**config.mk**
```make
export PLATFORM = sky130hd
export DESIGN_NAME = aic_controller
export DESIGN_NICKNAME = d
export VERILOG_FILES = /design/src/core/aic_pkg.sv /design/src/core/aic_fifo_if.sv /design/src/core/aic_controller.sv /design/src/core/aic_fifo.sv
export VERILOG_INCLUDE_DIRS = /design/src /design/src/core
export SDC_FILE = /design/constraint.sdc
export NUM_CORES = 1
export LEC_CHECK = 0
export BUFFER_PORTS_ARGS = -buffer_cell sky130_fd_sc_hd__buf_2
export CORE_UTILIZATION = 50
export CTS_BUF_LIST = sky130_fd_sc_hd__clkbuf_4
export CTS_CLUSTER_DIAMETER = 100
export CTS_CLUSTER_SIZE = 24
export DETAILED_ROUTE_END_ITERATION = 8
export PLACE_DENSITY_LB_ADDON = 0.08
export SYNTH_ARGS = -nofsm -noshare
export SYNTH_HDL_FRONTEND = slang
export SYNTH_SLANG_ARGS = --single-unit
```
**constraint.sdc**
```tcl
create_clock -name i_clock -period 4.25 [get_ports i_clock]
set_input_delay 0.2125 -clock i_clock [delete_from_list [all_inputs] [get_ports i_clock]]
set_output_delay 0.2125 -clock i_clock [all_outputs]
set_load 0.02 [all_outputs]
```
**src/core/aic_regs.svh**
```systemverilog
`ifndef AIC_REGS_SVH
`define AIC_REGS_SVH

// Overview of operation
// - Convert all inputs at one instant, then push the words into the FIFO in turn.
// - A 16-bit rate code from the host sets the continuous sampling rate.
// - A 3-bit count code selects one to eight channels stored per sampling event.
// - Physical input buffer, virtual depth from one sample upward via a 4-bit code.
// - Each output word is fetched from its data register and shifted into its DAC.
// - With strobing on, DAC transfer happens only on software or external strobe.
// - With strobing off, the transfer is issued right after the serial shift ends.
// - Outputs isolate on request or during calibration, all four together.
// - Input switches select connector, internal reference, or output loopback.
// - Software selects single-ended or differential input configuration.
// - Each trim DAC is found by a 12-bit successive approximation from zero.
// - Final trim values go to nonvolatile memory and are reloaded from there.
// - Inputs are calibrated against the reference first, then outputs via an input.
// - Every channel has offset and gain 12-bit trim DACs, 24 in all.
// - A calibration request is latched at any moment and taken once the sequencer is idle.
// - Offset binary when the coding bit is high, two's complement when low.
// - Two's complement reads sign-extend to bit 31; output bits 16 to 31 ignored.

`define AIC_N_IN          8
`define AIC_N_OUT         4
`define AIC_WORD_BITS     16
`define AIC_TRIM_BITS     12
`define AIC_FIFO_DEPTH    16
`define AIC_TRIM_MSB      4'hb
`define AIC_TRIM_LAST     5'h17
`define AIC_TRIM_OUT_BASE 5'h10
`define AIC_SRC_NORMAL    2'h0
`define AIC_SRC_REF       2'h1
`define AIC_SRC_LOOP      2'h2
`define AIC_SIGN_FLIP     16'h8000
`define AIC_OFFSET_TARGET 16'h8000
`define AIC_GAIN_TARGET   16'hffbe
`define AIC_SETTLE_CYC    4'h4

`endif

```
**src/core/aic_pkg.sv**
```systemverilog
package aic_pkg;

	typedef enum logic [3:0] {
		S_IDLE  = 4'h0,
		S_CONV  = 4'h1,
		S_WAIT  = 4'h3,
		S_STORE = 4'h2,
		S_TRIM  = 4'h6,
		S_JUDGE = 4'h7,
		S_SAVE  = 4'h5,
		S_RDNV  = 4'h4,
		S_LOAD  = 4'hc
	} aic_state_t;

	typedef enum logic [1:0] {
		SH_IDLE = 2'h0,
		SH_LOW  = 2'h1,
		SH_HIGH = 2'h3,
		SH_XFER = 2'h2
	} aic_shift_t;

endpackage

```
**src/core/aic_fifo_if.sv**
```systemverilog
`timescale 1ns/100ps
`default_nettype none

interface aic_fifo_if #(
	parameter int WIDTH = 16,
	parameter int DEPTH = 16
);
	localparam int CW = $clog2(DEPTH + 1);

	logic             wr_valid;
	logic             wr_ready;
	logic [WIDTH-1:0] wr_data;
	logic             rd_valid;
	logic             rd_ready;
	logic [WIDTH-1:0] rd_data;
	logic             clear;
	logic [CW-1:0]    level;

	modport user (output wr_valid, wr_data, rd_ready, clear,
		input wr_ready, rd_valid, rd_data, level);
	modport store (input wr_valid, wr_data, rd_ready, clear,
		output wr_ready, rd_valid, rd_data, level);
endinterface

`default_nettype wire

```
**src/core/aic_controller.sv**
```systemverilog
`timescale 1ns/100ps
`default_nettype none
`include "aic_regs.svh"

module aic_controller
	import aic_pkg::*;
#(
	parameter int P_FIFO_DEPTH = `AIC_FIFO_DEPTH
) (
	// Clock and reset
	input  wire logic         i_clock,
	input  wire logic         i_rstn,
	// Input sampling control
	input  wire logic         i_run,
	input  wire logic [15:0]  i_rate_code,
	input  wire logic [2:0]   i_chan_count,
	input  wire logic [3:0]   i_buf_size,
	input  wire logic         i_buf_clear,
	input  wire logic         i_offset_binary,
	// Input switches
	input  wire logic [1:0]   i_in_source,
	input  wire logic         i_differential,
	output var  logic [1:0]   o_in_source,
	output var  logic         o_in_diff,
	// Converter pins
	input  wire logic [127:0] i_adc_data,
	input  wire logic         i_adc_busy,
	output var  logic         o_adc_convert,
	// Sample buffer read
	input  wire logic         i_rd_req,
	output var  logic [31:0]  o_rd_data,
	output var  logic         o_rd_valid,
	output var  logic         o_buf_empty,
	output var  logic         o_buf_full,
	output var  logic [15:0]  o_buf_level,
	// Output channels
	input  wire logic [127:0] i_out_word,
	input  wire logic [3:0]   i_out_write,
	input  wire logic         i_strobe_mode,
	input  wire logic         i_sw_strobe,
	input  wire logic         i_ext_strobe,
	input  wire logic         i_out_isolate,
	output var  logic         o_out_connect,
	output var  logic         o_dac_sclk,
	output var  logic         o_dac_sdata,
	output var  logic [3:0]   o_dac_cs_n,
	output var  logic [3:0]   o_dac_ldac_n,
	// Calibration
	input  wire logic         i_cal_start,
	output var  logic         o_cal_busy,
	output var  logic         o_trim_we,
	output var  logic [4:0]   o_trim_addr,
	output var  logic [11:0]  o_trim_data,
	// Nonvolatile trim store
	input  wire logic         i_nv_done,
	input  wire logic [11:0]  i_nv_data,
	output var  logic         o_nv_we,
	output var  logic         o_nv_rd,
	output var  logic [4:0]   o_nv_addr,
	output var  logic [11:0]  o_nv_data
);

	//------------------------------------------------------------
	// Pin synchronisers
	//------------------------------------------------------------
	logic [127:0] adc_meta;
	logic [127:0] adc_sync;
	logic         busy_meta;
	logic         busy_sync;
	logic         stb_meta;
	logic         stb_sync;
	logic         stb_last;

	always_ff @(posedge i_clock or negedge i_rstn) begin
		if (!i_rstn) begin
			adc_meta  <= '0;
			adc_sync  <= '0;
			busy_meta <= 1'b0;
			busy_sync <= 1'b0;
			stb_meta  <= 1'b0;
			stb_sync  <= 1'b0;
			stb_last  <= 1'b0;
		end else begin
			adc_meta  <= i_adc_data;
			adc_sync  <= adc_meta;
			busy_meta <= i_adc_busy;
			busy_sync <= busy_meta;
			stb_meta  <= i_ext_strobe;
			stb_sync  <= stb_meta;
			stb_last  <= stb_sync;
		end
	end

	logic [15:0] adc_word [`AIC_N_IN];

	for (genvar g = 0; g < `AIC_N_IN; g++) begin : g_adc
		assign adc_word[g] = adc_sync[g*`AIC_WORD_BITS +: `AIC_WORD_BITS];
	end

	//------------------------------------------------------------
	// Sample buffer
	//------------------------------------------------------------
	aic_fifo_if #(.WIDTH(`AIC_WORD_BITS), .DEPTH(P_FIFO_DEPTH)) fq ();

	aic_fifo #(
		.WIDTH (`AIC_WORD_BITS),
		.DEPTH (P_FIFO_DEPTH)
	) u_fifo (
		.i_clock (i_clock),
		.i_rstn  (i_rstn),
		.f       (fq.store)
	);

	aic_state_t  state;
	aic_state_t  next_state;
	logic [2:0]  chan;
	logic [4:0]  trim_idx;
	logic [3:0]  bit_idx;
	logic [11:0] trim_val;
	logic [3:0]  settle;
	logic [15:0] rate_cnt;
	logic        sample_due;
	logic        cal_req;
	logic        reload_req;

	// Virtual depth is 2**code samples, capped by the physical store
	wire [16:0] vsize    = 17'h1 << i_buf_size;
	wire        room     = 17'(fq.level) < vsize;
	wire        wr_fire  = fq.wr_valid & fq.wr_ready & room;
	wire [15:0] rd_word  = fq.rd_data;
	wire [15:0] rd_twos  = rd_word ^ `AIC_SIGN_FLIP;
	wire [31:0] rd_fmt   = i_offset_binary ? {16'h0, rd_word}
		: {{16{rd_twos[15]}}, rd_twos};

	assign fq.wr_valid = (state == S_STORE) & room;
	assign fq.wr_data  = adc_word[chan];
	assign fq.rd_ready = i_rd_req;
	assign fq.clear    = i_buf_clear;

	always_ff @(posedge i_clock or negedge i_rstn) begin
		if (!i_rstn) begin
			o_rd_data   <= '0;
			o_rd_valid  <= 1'b0;
			o_buf_empty <= 1'b1;
			o_buf_full  <= 1'b0;
			o_buf_level <= '0;
		end else begin
			o_rd_valid  <= fq.rd_valid & i_rd_req;
			if (fq.rd_valid & i_rd_req)
				o_rd_data <= rd_fmt;
			o_buf_empty <= fq.level == '0;
			o_buf_full  <= !(room & fq.wr_ready);
			o_buf_level <= 16'(fq.level);
		end
	end

	//------------------------------------------------------------
	// Sample rate
	//------------------------------------------------------------
	// One event every rate_code + 1 clocks while running
	wire rate_hit = i_run & (rate_cnt == i_rate_code);

	always_ff @(posedge i_clock or negedge i_rstn) begin
		if (!i_rstn)
			rate_cnt <= '0;
		else if (!i_run || rate_hit)
			rate_cnt <= '0;
		else
			rate_cnt <= rate_cnt + 16'h1;
	end

	//------------------------------------------------------------
	// Sequencer: sampling, calibration and trim reload
	//------------------------------------------------------------
	wire        in_phase   = trim_idx < `AIC_TRIM_OUT_BASE;
	wire [2:0]  meas_ch    = in_phase ? trim_idx[3:1] : 3'h0;
	wire [15:0] meas       = adc_word[meas_ch];
	wire [15:0] target     = trim_idx[0] ? `AIC_GAIN_TARGET : `AIC_OFFSET_TARGET;
	wire [11:0] bit_mask   = 12'h1 << bit_idx;
	wire [11:0] trim_try   = trim_val | bit_mask;
	wire        overshoot  = meas > target;
	wire [11:0] trim_keep  = (state == S_JUDGE) & overshoot ? trim_val & ~bit_mask : trim_val;
	wire        trim_last  = trim_idx == `AIC_TRIM_LAST;
	wire        settled    = (settle == 4'h0) & !busy_sync;
	wire        store_last = chan == i_chan_count;
	wire        cal_take   = (state == S_IDLE) & cal_req;
	wire        load_take  = (state == S_IDLE) & !cal_req & reload_req;
	wire        samp_take  = (state == S_IDLE) & !cal_req & !reload_req & sample_due;

	always_comb begin
		next_state = state;
		unique case (state)
			S_IDLE: begin
				if (cal_req)
					next_state = S_TRIM;
				else if (reload_req)
					next_state = S_RDNV;
				else if (sample_due)
					next_state = S_CONV;
			end
			S_CONV:  next_state = S_WAIT;
			S_WAIT: begin
				if (settled)
					next_state = o_cal_busy ? S_JUDGE : S_STORE;
			end
			S_STORE: begin
				if (wr_fire && store_last)
					next_state = S_IDLE;
			end
			S_TRIM:  next_state = S_CONV;
			S_JUDGE: next_state = (bit_idx == 4'h0) ? S_SAVE : S_TRIM;
			S_SAVE: begin
				if (i_nv_done)
					next_state = trim_last ? S_RDNV : S_TRIM;
			end
			S_RDNV: begin
				if (i_nv_done)
					next_state = S_LOAD;
			end
			S_LOAD:  next_state = trim_last ? S_IDLE : S_RDNV;
		endcase
	end

	always_ff @(posedge i_clock or negedge i_rstn) begin
		if (!i_rstn) begin
			state      <= S_IDLE;
			cal_req    <= 1'b0;
			reload_req <= 1'b1;
			sample_due <= 1'b0;
			settle     <= '0;
		end else begin
			state      <= next_state;
			cal_req    <= i_cal_start | (cal_req & !cal_take);
			reload_req <= reload_req & !load_take;
			sample_due <= rate_hit | (sample_due & !samp_take);
			if (state == S_CONV)
				settle <= `AIC_SETTLE_CYC;
			else if (settle != 4'h0)
				settle <= settle - 4'h1;
		end
	end

	always_ff @(posedge i_clock or negedge i_rstn) begin
		if (!i_rstn) begin
			chan       <= '0;
			trim_idx   <= '0;
			bit_idx    <= `AIC_TRIM_MSB;
			trim_val   <= '0;
			o_cal_busy <= 1'b0;
		end else begin
			if (samp_take)
				chan <= 3'h0;
			else if ((state == S_STORE) && wr_fire)
				chan <= chan + 3'h1;
			if (cal_take || load_take) begin
				o_cal_busy <= cal_take;
				trim_idx   <= '0;
				bit_idx    <= `AIC_TRIM_MSB;
				trim_val   <= '0;
			end
			unique case (state)
				S_TRIM:  trim_val <= trim_try;
				S_JUDGE: begin
					trim_val <= trim_keep;
					bit_idx  <= bit_idx - 4'h1;
				end
				S_SAVE: begin
					if (i_nv_done) begin
						bit_idx  <= `AIC_TRIM_MSB;
						trim_val <= '0;
						trim_idx <= trim_last ? 5'h0 : trim_idx + 5'h1;
					end
				end
				S_RDNV: begin
					if (i_nv_done)
						trim_val <= i_nv_data;
				end
				S_LOAD: begin
					trim_idx <= trim_last ? 5'h0 : trim_idx + 5'h1;
					if (trim_last)
						o_cal_busy <= 1'b0;
				end
				default: ;
			endcase
		end
	end

	always_ff @(posedge i_clock or negedge i_rstn) begin
		if (!i_rstn) begin
			o_adc_convert <= 1'b0;
			o_trim_we     <= 1'b0;
			o_trim_addr   <= '0;
			o_trim_data   <= '0;
			o_nv_we       <= 1'b0;
			o_nv_rd       <= 1'b0;
			o_nv_addr     <= '0;
			o_nv_data     <= '0;
		end else begin
			o_adc_convert <= state == S_CONV;
			o_trim_we     <= (state == S_TRIM) | (state == S_LOAD);
			o_trim_addr   <= trim_idx;
			o_trim_data   <= (state == S_TRIM) ? trim_try : trim_val;
			o_nv_we       <= (next_state == S_SAVE) & (state != S_SAVE);
			o_nv_rd       <= (next_state == S_RDNV) & (state != S_RDNV);
			o_nv_addr     <= (next_state == S_RDNV) ? ((state == S_LOAD) ?
				trim_idx + 5'h1 : 5'h0) : trim_idx;
			o_nv_data     <= trim_keep;
		end
	end

	//------------------------------------------------------------
	// Analog switches and isolation
	//------------------------------------------------------------
	wire [1:0] cal_src = in_phase ? `AIC_SRC_REF : `AIC_SRC_LOOP;

	always_ff @(posedge i_clock or negedge i_rstn) begin
		if (!i_rstn) begin
			o_in_source   <= `AIC_SRC_NORMAL;
			o_in_diff     <= 1'b0;
			o_out_connect <= 1'b0;
		end else begin
			o_in_source   <= o_cal_busy ? cal_src : i_in_source;
			o_in_diff     <= o_cal_busy | i_differential;
			o_out_connect <= !(i_out_isolate | o_cal_busy);
		end
	end

	//------------------------------------------------------------
	// Output DAC serial loader
	//------------------------------------------------------------
	aic_shift_t  sh_state;
	logic [3:0]  pending;
	logic [1:0]  sh_ch;
	logic [15:0] sh_reg;
	logic [3:0]  sh_bits;

	wire [1:0]  pick      = pending[0] ? 2'h0 : pending[1] ? 2'h1 : pending[2] ? 2'h2 : 2'h3;
	wire [15:0] pick_raw  = i_out_word[{pick, 5'h0} +: 16];
	wire [15:0] pick_code = i_offset_binary ? pick_raw : pick_raw ^ `AIC_SIGN_FLIP;
	wire        sh_start  = (sh_state == SH_IDLE) & (pending != 4'h0);
	wire        ext_rise  = stb_sync & !stb_last;
	wire        strobe    = i_strobe_mode & (i_sw_strobe | ext_rise);
	wire        auto_xfer = (sh_state == SH_XFER) & !i_strobe_mode;
	wire [3:0]  start_oh  = sh_start ? (4'h1 << pick) : 4'h0;
	wire [3:0]  xfer_oh   = auto_xfer ? (4'h1 << sh_ch) : 4'h0;

	always_ff @(posedge i_clock or negedge i_rstn) begin
		if (!i_rstn) begin
			pending      <= '0;
			o_dac_ldac_n <= 4'hf;
		end else begin
			pending      <= i_out_write | (pending & ~start_oh);
			o_dac_ldac_n <= ~({4{strobe}} | xfer_oh);
		end
	end

	always_ff @(posedge i_clock or negedge i_rstn) begin
		if (!i_rstn) begin
			sh_state    <= SH_IDLE;
			sh_ch       <= '0;
			sh_reg      <= '0;
			sh_bits     <= '0;
			o_dac_sclk  <= 1'b0;
			o_dac_sdata <= 1'b0;
			o_dac_cs_n  <= 4'hf;
		end else begin
			unique case (sh_state)
				SH_IDLE: begin
					if (sh_start) begin
						sh_ch      <= pick;
						sh_reg     <= pick_code;
						sh_bits    <= 4'hf;
						o_dac_cs_n <= ~(4'h1 << pick);
						sh_state   <= SH_LOW;
					end
				end
				SH_LOW: begin
					o_dac_sclk  <= 1'b0;
					o_dac_sdata <= sh_reg[15];
					sh_state    <= SH_HIGH;
				end
				SH_HIGH: begin
					o_dac_sclk <= 1'b1;
					sh_reg     <= {sh_reg[14:0], 1'b0};
					sh_bits    <= sh_bits - 4'h1;
					sh_state   <= (sh_bits == 4'h0) ? SH_XFER : SH_LOW;
				end
				SH_XFER: begin
					o_dac_sclk <= 1'b0;
					o_dac_cs_n <= 4'hf;
					sh_state   <= SH_IDLE;
				end
			endcase
		end
	end

endmodule

`default_nettype wire

```
**src/core/aic_fifo.sv**
```systemverilog
`timescale 1ns/100ps
`default_nettype none

module aic_fifo #(
	parameter int WIDTH = 16,
	parameter int DEPTH = 16
) (
	// Clock and reset
	input  wire logic  i_clock,
	input  wire logic  i_rstn,
	// Data path
	aic_fifo_if.store  f
);
	// DEPTH must be a power of two so the pointers wrap by themselves
	localparam int AW = $clog2(DEPTH);
	localparam int CW = $clog2(DEPTH + 1);

	logic [WIDTH-1:0] mem [DEPTH];
	logic [AW-1:0]    wr_ptr;
	logic [AW-1:0]    rd_ptr;
	logic [CW-1:0]    count;

	wire push = f.wr_valid & f.wr_ready;
	wire pop  = f.rd_valid & f.rd_ready;

	assign f.wr_ready = count != CW'(DEPTH);
	assign f.rd_valid = count != '0;
	assign f.rd_data  = mem[rd_ptr];
	assign f.level    = count;

	always_ff @(posedge i_clock) begin
		if (push)
			mem[wr_ptr] <= f.wr_data;
	end

	always_ff @(posedge i_clock or negedge i_rstn) begin
		if (!i_rstn) begin
			wr_ptr <= '0;
			rd_ptr <= '0;
			count  <= '0;
		end else if (f.clear) begin
			wr_ptr <= '0;
			rd_ptr <= '0;
			count  <= '0;
		end else begin
			wr_ptr <= wr_ptr + AW'(push);
			rd_ptr <= rd_ptr + AW'(pop);
			count  <= count + CW'(push) - CW'(pop);
		end
	end
endmodule

`default_nettype wire

```
* Word-level counts from Yosys, hierarchy flattened
Memories as Yosys holds them, arrays and structs flattened.
Index checks and enable logic that the tools add are counted.
** Word-level totals
- Register bits after elaboration :: 446
- RAM bits :: 256
- Bits of input ports :: 311
- Output and inout bits :: 104
- Word-level logic and storage cells :: 228
- Memories :: 1
** Cells by class
- Add/sub/neg operators :: 10
- Magnitude comparators :: 5
- Equality and inequality tests :: 20
- Shifts and indexed selects :: 5
- Mux-type cells :: 67
- Bitwise gates (word level) :: 41
- Reduce and logical (&&, ||, !) cells :: 33
** Memory list
- u_fifo.mem :: depth 16, width 16, rd ports 1, clocked after Yosys merged registers in 0, wr ports 1, RTL line aic_fifo.sv:18 : logic [WIDTH-1:0] mem [DEPTH];
** Operators with widths (count)
- indexed part select 128 x 8 -> 16 bit :: 1
- two-way mux 16 bit :: 7
- binary-select mux 16 bit (select 3 bit) :: 2
- two-way mux 4 bit :: 17
- two-way mux 12 bit :: 5
- case mux 12 bit (4 select lines) :: 1
- case mux 4 bit (9 select lines) :: 1
- two-way mux 32 bit :: 1
- case mux 16 bit (2 select lines) :: 1
- two-way mux 5 bit :: 6
- == test 4 x 3 -> 1 bit, second input constant :: 6
- case mux 4 bit (2 select lines) :: 3
- bitwise AND 1 bit :: 22
- < comparator 5 x 17 -> 1 bit :: 1
- left shift 1 x 4 -> 17 bit, first input constant :: 1
- adder 16 x 1 -> 16 bit, second input constant :: 1
- == test 16 bit :: 1
- greater-than comparator 16 bit :: 1
- logical NOT 4 bit :: 4
- two-way mux 2 bit :: 8
- two-way mux 15 bit :: 1
- two-way mux 3 bit :: 5
- bitwise AND 12 bit :: 1
- NOT 12 bit :: 1
- 41 further kinds :: 83

* Longest topological paths before layout
- Depth after elaboration :: 10
- Gate-level depth with buffers :: 17
- Depth with buffers taken out :: 13

* Cells and area by module
A second synthesis with hierarchy kept.
** Unflattened totals
- Cells, all modules :: 1785
- Area, all modules :: 27297.4 um2
** By module, submodules not included
- aic_controller :: times used 1, cells each 1303, area an instance 16834.9 um2, sequential area each 10476.3 um2
- aic_fifo :: times used 1, cells each 482, area an instance 10462.5 um2, sequential area each 8012.7 um2

* Worst setup path before layout
No wires, ideal clock.
- Kind :: reg2reg
- From :: register trim_idx[1]
- To :: register o_nv_data[2]
- Library setup time :: 0.129 ns
- Arrival time :: 3.353 ns
- Data required time :: 4.121 ns
- Path slack :: 0.767 ns
- Stages on the path, launching flop included :: 15
- Path buffers :: 4
- Period minus slack after synthesis :: 3.483 ns
- Path through :: dfrtp_1 buf_2 buf_1 buf_1 mux2_2 a21oi_1 o21ai_0 ha_1 and4_1 nand2_1 nor2_1 a41oi_2 nand3_1 buf_2 o41a_1
** On the way
- Longest elaborated chain between the ends :: 9
** RTL lines
- start, declared :: RTL line aic_controller.sv:117 : logic [4:0] trim_idx;
- start signal, assigned :: RTL line aic_controller.sv:271 : trim_idx <= trim_last ? 5'h0 : trim_idx + 5'h1;
- start signal, assigned :: RTL line aic_controller.sv:279 : trim_idx <= trim_last ? 5'h0 : trim_idx + 5'h1;
- < comparator 5 bit (no line)
- two-way mux 3 bit * :: RTL line aic_controller.sv:176 : wire [2:0] meas_ch = in_phase ? trim_idx[3:1] : 3'h0;
- NOT 3 -> 4 bit (not written as such) * :: RTL line aic_controller.sv:177 : wire [15:0] meas = adc_word[meas_ch];
- binary-select mux 16 bit (select 3 bit) * :: RTL line aic_controller.sv:177
- two-way mux 16 bit (not written as such) * (2 in a row) :: RTL line aic_controller.sv:177
- greater-than comparator 16 bit * :: RTL line aic_controller.sv:181 : wire overshoot = meas > target;
- bitwise AND 1 bit * :: RTL line aic_controller.sv:182 : wire [11:0] trim_keep = (state == S_JUDGE) & overshoot ? trim_val & ~bit_mask : trim_val;
- two-way mux 12 bit * :: RTL line aic_controller.sv:182
- named net trim_keep[2] :: RTL line aic_controller.sv:182
- end signal, assigned :: RTL line aic_controller.sv:307 : o_nv_data <= trim_keep;
- end, declared :: RTL line aic_controller.sv:60 : output var logic [11:0] o_nv_data
The timed path passes the listed nets; every way through them passes the cells marked *. The select of a mux whose other input is x is not followed.
A chain may end at the register's enable or synchronous reset.

* Final worst setup path
- From :: register trim_idx[4]
- To :: register trim_val[8]
** On the way
- Longest elaborated chain between the ends :: 10
** RTL lines
- < comparator 5 bit (no line)
- two-way mux 3 bit :: RTL line aic_controller.sv:176
- NOT 3 -> 4 bit (not written as such) :: RTL line aic_controller.sv:177
- binary-select mux 16 bit (select 3 bit) :: RTL line aic_controller.sv:177
- two-way mux 16 bit (not written as such) (2 in a row) :: RTL line aic_controller.sv:177
- greater-than comparator 16 bit :: RTL line aic_controller.sv:181
- bitwise AND 1 bit :: RTL line aic_controller.sv:182
- two-way mux 12 bit :: RTL line aic_controller.sv:182
- case mux 12 bit (4 select lines) :: RTL line aic_controller.sv:261 : unique case (state)
- end signal, assigned :: RTL line aic_controller.sv:262 : S_TRIM: trim_val <= trim_try;
- end signal, assigned :: RTL line aic_controller.sv:264 : trim_val <= trim_keep;
- end signal, assigned :: RTL line aic_controller.sv:276 : trim_val <= i_nv_data;
- end, declared :: RTL line aic_controller.sv:119 : logic [11:0] trim_val;
No other way between the ends. The select of a mux whose other input is x is not followed.

==> summary.txt <==
Drt
  • Final routed wirelength across all metal layers: 67600 um
  • First-pass iteration count of the detailed router: 7
  • Starting DRT DRC Count: 1464
  • Vias: 17.2k
  • Number of nets with antenna violations after detailed routing: 0
  • Remaining DRCs: 0
  • Average via count per standard cell: 5.49
  • Routed length per instance: 21.6 um

Synth
  • Synth Flop Type: sky130_fd_sc_hd__dfrtp_1
  • Count of flip-flops with a built-in enable after synthesis: 256
  • Combined area of all synthesized cells: 27200 um2
  • Proportion of synthesized area in mux cells: 12.9%
  • Asr flop ratio synth: 62.7%
  • Cells after Synth: 1751
  • Average instance area after synthesis: 15.5 um2
  • Distinct cell type count of the synthesized netlist: 75
  • Dominant combinational cell family by area after synthesis: multiplexers
  • Total of flip-flops plus latches after synthesis: 687
  • Simple-gate area share of the yosys netlist: 5.88%
  • Sequential fraction of the synthesis area: 68.0%
  • Xor/xnor share of the synthesized area: 1.35%
  • Compound-Gate Fraction of Synth Area: 7.12%
  • Total number of yosys warnings: 0
  • Area share of fa/ha/maj cells after synthesis: 2.10%

Final layout
  • Fraction of layout cells with a size suffix above 1: 27.1%
  • Flip-flop count of the largest register, all copies and words added: 256
  • Growth of design area from synthesis to finish: 23.4%
  • Number of standard cells in the final layout excluding fillers: 3126
  • Most frequent cells in the layout: 414 x sky130_fd_sc_hd__dfrtp_1, 342 x sky130_fd_sc_hd__dlygate4sd3_1, 338 x sky130_fd_sc_hd__buf_2, 256 x sky130_fd_sc_hd__edfxtp_1, 127 x sky130_fd_sc_hd__mux4_2
  • Largest Register: u_fifo.mem
  • Most frequent standard cell in the layout excluding fill and tap cells: sky130_fd_sc_hd__dfrtp_1
  • Final Core Density: 62.4%
  • Final net count: 2765
  • Registers with the most flip-flops: u_fifo.mem x256, adc_meta x128, adc_sync x128
  • Filler instances: 3953

Global routing
  • Pin count of the biggest net entering global routing: 102
  • Number of antenna violations at the first check in global routing: 2
  • Vias in the first global route: 17.9k
  • Grt total ovfl: 0
  • Overall fraction of global-route tracks in use: 24.9%
  • Wire length of the first global-routing pass: 105000 um

Timing
  • Count of pins over their slew limit: 0
  • Final worst clock skew: 0.0537 ns
  • Achievable clock frequency: 256 MHz
  • Setup tns final: 0 ns
  • Worst hold slack: 0.105 ns
  • Final period util: 91.9%
  • Slew of the pin with the lowest slew margin: 1.22 ns
  • Final Hold Violating Endpoints: 0
  • Final Critical Period: 3.90 ns
  • Final Setup Violations: 0
  • Relative slew slack: 18.9%
  • Setup repair after global routing missed its margin: no

Min path
  • Worst hold path depth: 3
  • Type of the worst min-delay path: input port to flop
  • Critical hold path startpoint: i_in_source[0]
  • End of the worst hold path: o_in_source[0]

Worst setup path
  • Critical setup path kind: flop to flop
  • Slowest stage cell, crit path: sky130_fd_sc_hd__dlygate4sd3_1
  • Worst flop-to-flop path startpoint: trim_idx[4]
  • Critical Path RT: 5.04 ns
  • Type of element launching the critical path: flop
  • Largest stage delay, worst path: 0.55 ns
  • Cell-by-cell trace of the critical path: nor2b_2 > buf_4 > mux4_2 > nand2_1 > o21ai_0 > ha_1 > a21oi_1 > o21ai_0 > a221oi_1 > nand3_2 > buf_4 > a31oi_1 > a21o_1 > dlygate4sd3_1
  • Worst setup EP type: flop
  • Arrival time of the worst setup path: 4.70 ns
  • Crit-path max FO: 8
  • End of the worst register-to-register path: trim_val[8]
  • Number of cells traversed by the worst register-to-register path: 14
  • Critical path startpoint: trim_idx[4]
  • Slack of the worst reg-to-reg path: 0.35 ns

Clock network
  • CTS buffer count: 34
  • Maximum level of the CTS H-tree: 2
  • Largest buffer count on any clock path: 3
  • Clock Sink Count: 687
  • CTS tree: yes
  • Clock input transition at the sequential cells of the worst setup and hold paths: 0.24 ns
  • CTS root buf: sky130_fd_sc_hd__clkbuf_4
  • Later-pin clock latency in the skew report: 0.86 ns

Floorplan
  • Top-level port count: 415
  • Die width: 235 um
  • Starting Density: 50.6%
  • Row count: 85
  • Die Ht: 235 um
  • Placeable Area: 53700 um2
  • Die footprint: 55300 um2

Outcome
  • Run status: completed

Power
  • Post-layout power: 16.6 mW
  • Maximum ir drop on the vdd rail: 422 uV
  • Power density relative to cell area: 496 nW/um2
  • Leakage power figure: 13.7 nW

Place
  • Weighted congestion at the end of routability-driven global placement: 0.883
  • Detailed Place HPWL: 41400 um
  • Number of input and output port buffers inserted: 339
  • Total instance count after detailed placement: 2724

Job
  • Maximum capacitance violations: 0
-- final cells by class --
class                   instances  area [um2]  share of cell area, %
diodes                          1        2.50                0.00746
clock buffers                  54         405                   1.21
clock inverters                 2        12.5                 0.0373
inverters                      35         131                  0.392
multi-input cells             920        8040                   24.0
flip-flops and latches        687       18500                   55.2
well taps                     696         871                   2.60
repair buffers                731        5560                   16.6
-- through the flow --
step | setup slack, ns | area [um2]
3_5_place_dp | 0.292 | 29600
4_1_cts | 0.157 | 33500
3_3_place_gp | 0.366 | 29600
6_report | 0.345 | 33500
2_1_floorplan | 0.767 | 27200
5_1_grt | 0.0552 | 33500
-- worst max path at each step --
stage	endpoint	slack, ns	depth (start not counted)
after floorplan	o_nv_data[2]	0.77	14
after global placement	o_nv_data[7]	0.37	12
final	trim_val[8]	0.35	14
after CTS	trim_val[10]	0.16	13
after detailed placement	o_nv_data[6]	0.29	12
after global routing	o_nv_data[2]	0.06	15
-- Yosys cell counts, types with 11 or more instances --
cell                       count  area (um2)
sky130_fd_sc_hd__xor2_1       28         245
sky130_fd_sc_hd__a21oi_1      73         365
sky130_fd_sc_hd__o21a_1       12        90.1
sky130_fd_sc_hd__dfstp_2      13         342
sky130_fd_sc_hd__buf_1        24        90.1
sky130_fd_sc_hd__nand2_1      89         334
sky130_fd_sc_hd__o22ai_1      15        93.8
sky130_fd_sc_hd__nand2b_1     14        87.6
sky130_fd_sc_hd__mux2_2       46         518
sky130_fd_sc_hd__nor2_1      122         458
sky130_fd_sc_hd__a21o_1       18         135
sky130_fd_sc_hd__o21ai_0      65         325
sky130_fd_sc_hd__clkbuf_1     52         195
sky130_fd_sc_hd__a22oi_1      16         120
sky130_fd_sc_hd__edfxtp_1    256        7690
sky130_fd_sc_hd__inv_1        34         128
sky130_fd_sc_hd__mux4_2      127        2860
sky130_fd_sc_hd__a31oi_1      14        87.6
sky130_fd_sc_hd__ha_1         44         551
sky130_fd_sc_hd__nor3_1       24         120
sky130_fd_sc_hd__a221oi_1     15         131
sky130_fd_sc_hd__dfrtp_1     418       10500
sky130_fd_sc_hd__nand3_1      26         130
sky130_fd_sc_hd__mux2i_1      12         120
sky130_fd_sc_hd__buf_4        32         240
sky130_fd_sc_hd__buf_2        11        55.1
sky130_fd_sc_hd__nor2b_1      15        93.8
sky130_fd_sc_hd__xnor2_1      14         123
-- report_power, final --
group | leakage, nW | switching [mW] | total [mW] | internal [mW]
Clock | 0.257 | 1.87 | 2.45 | 0.576
Sequential | 7.42 | 0.664 | 8.72 | 8.05
Combinational | 5.99 | 2.99 | 5.45 | 2.46
-- worst max-delay path: cells and delay by family (launching register included) --
| kind | cells | cell delay [ns] |
|---|---|---|
| fa+ha+maj | 1 | 0.34 |
| simple gates | 3 | 0.37 |
| buf+inv | 3 | 1.02 |
| flops | 1 | 0.44 |
| mux | 1 | 0.52 |
| compound gates | 6 | 1.14 |
-- cells by family (layout without fill, tap and decap cells) --
logic type | Yosys count | after routing
buffers and inverters | 154 | 822
AO/OA/AOI/OAI | 295 | 295
flip-flops | 687 | 687
AND/OR/NAND/NOR | 342 | 342
XOR/XNOR | 42 | 42
adder cells (fa/ha/maj) | 45 | 45
other | 1 | 12
multiplexers | 185 | 185
-- what timing repair did --
item,in CTS,in global routing
hold buffers,343,0
endpoints found under the hold margin,363,0
buffers inserted,0,2
setup endpoints to repair,0,2
resized for setup,0,0
-- layer usage --
layer  GRT usage [%]  wire, um  up-vias  share of wire [%]
li1                -         -     7757                  -
met1            34.0     28700     8746                 42
met2            42.5     34100      566                 50
met3            2.79      3070      102                4.5
met4            7.06      1680        2                2.5
met5               0        13        -              0.019
(Power assumes the default switching activity.)
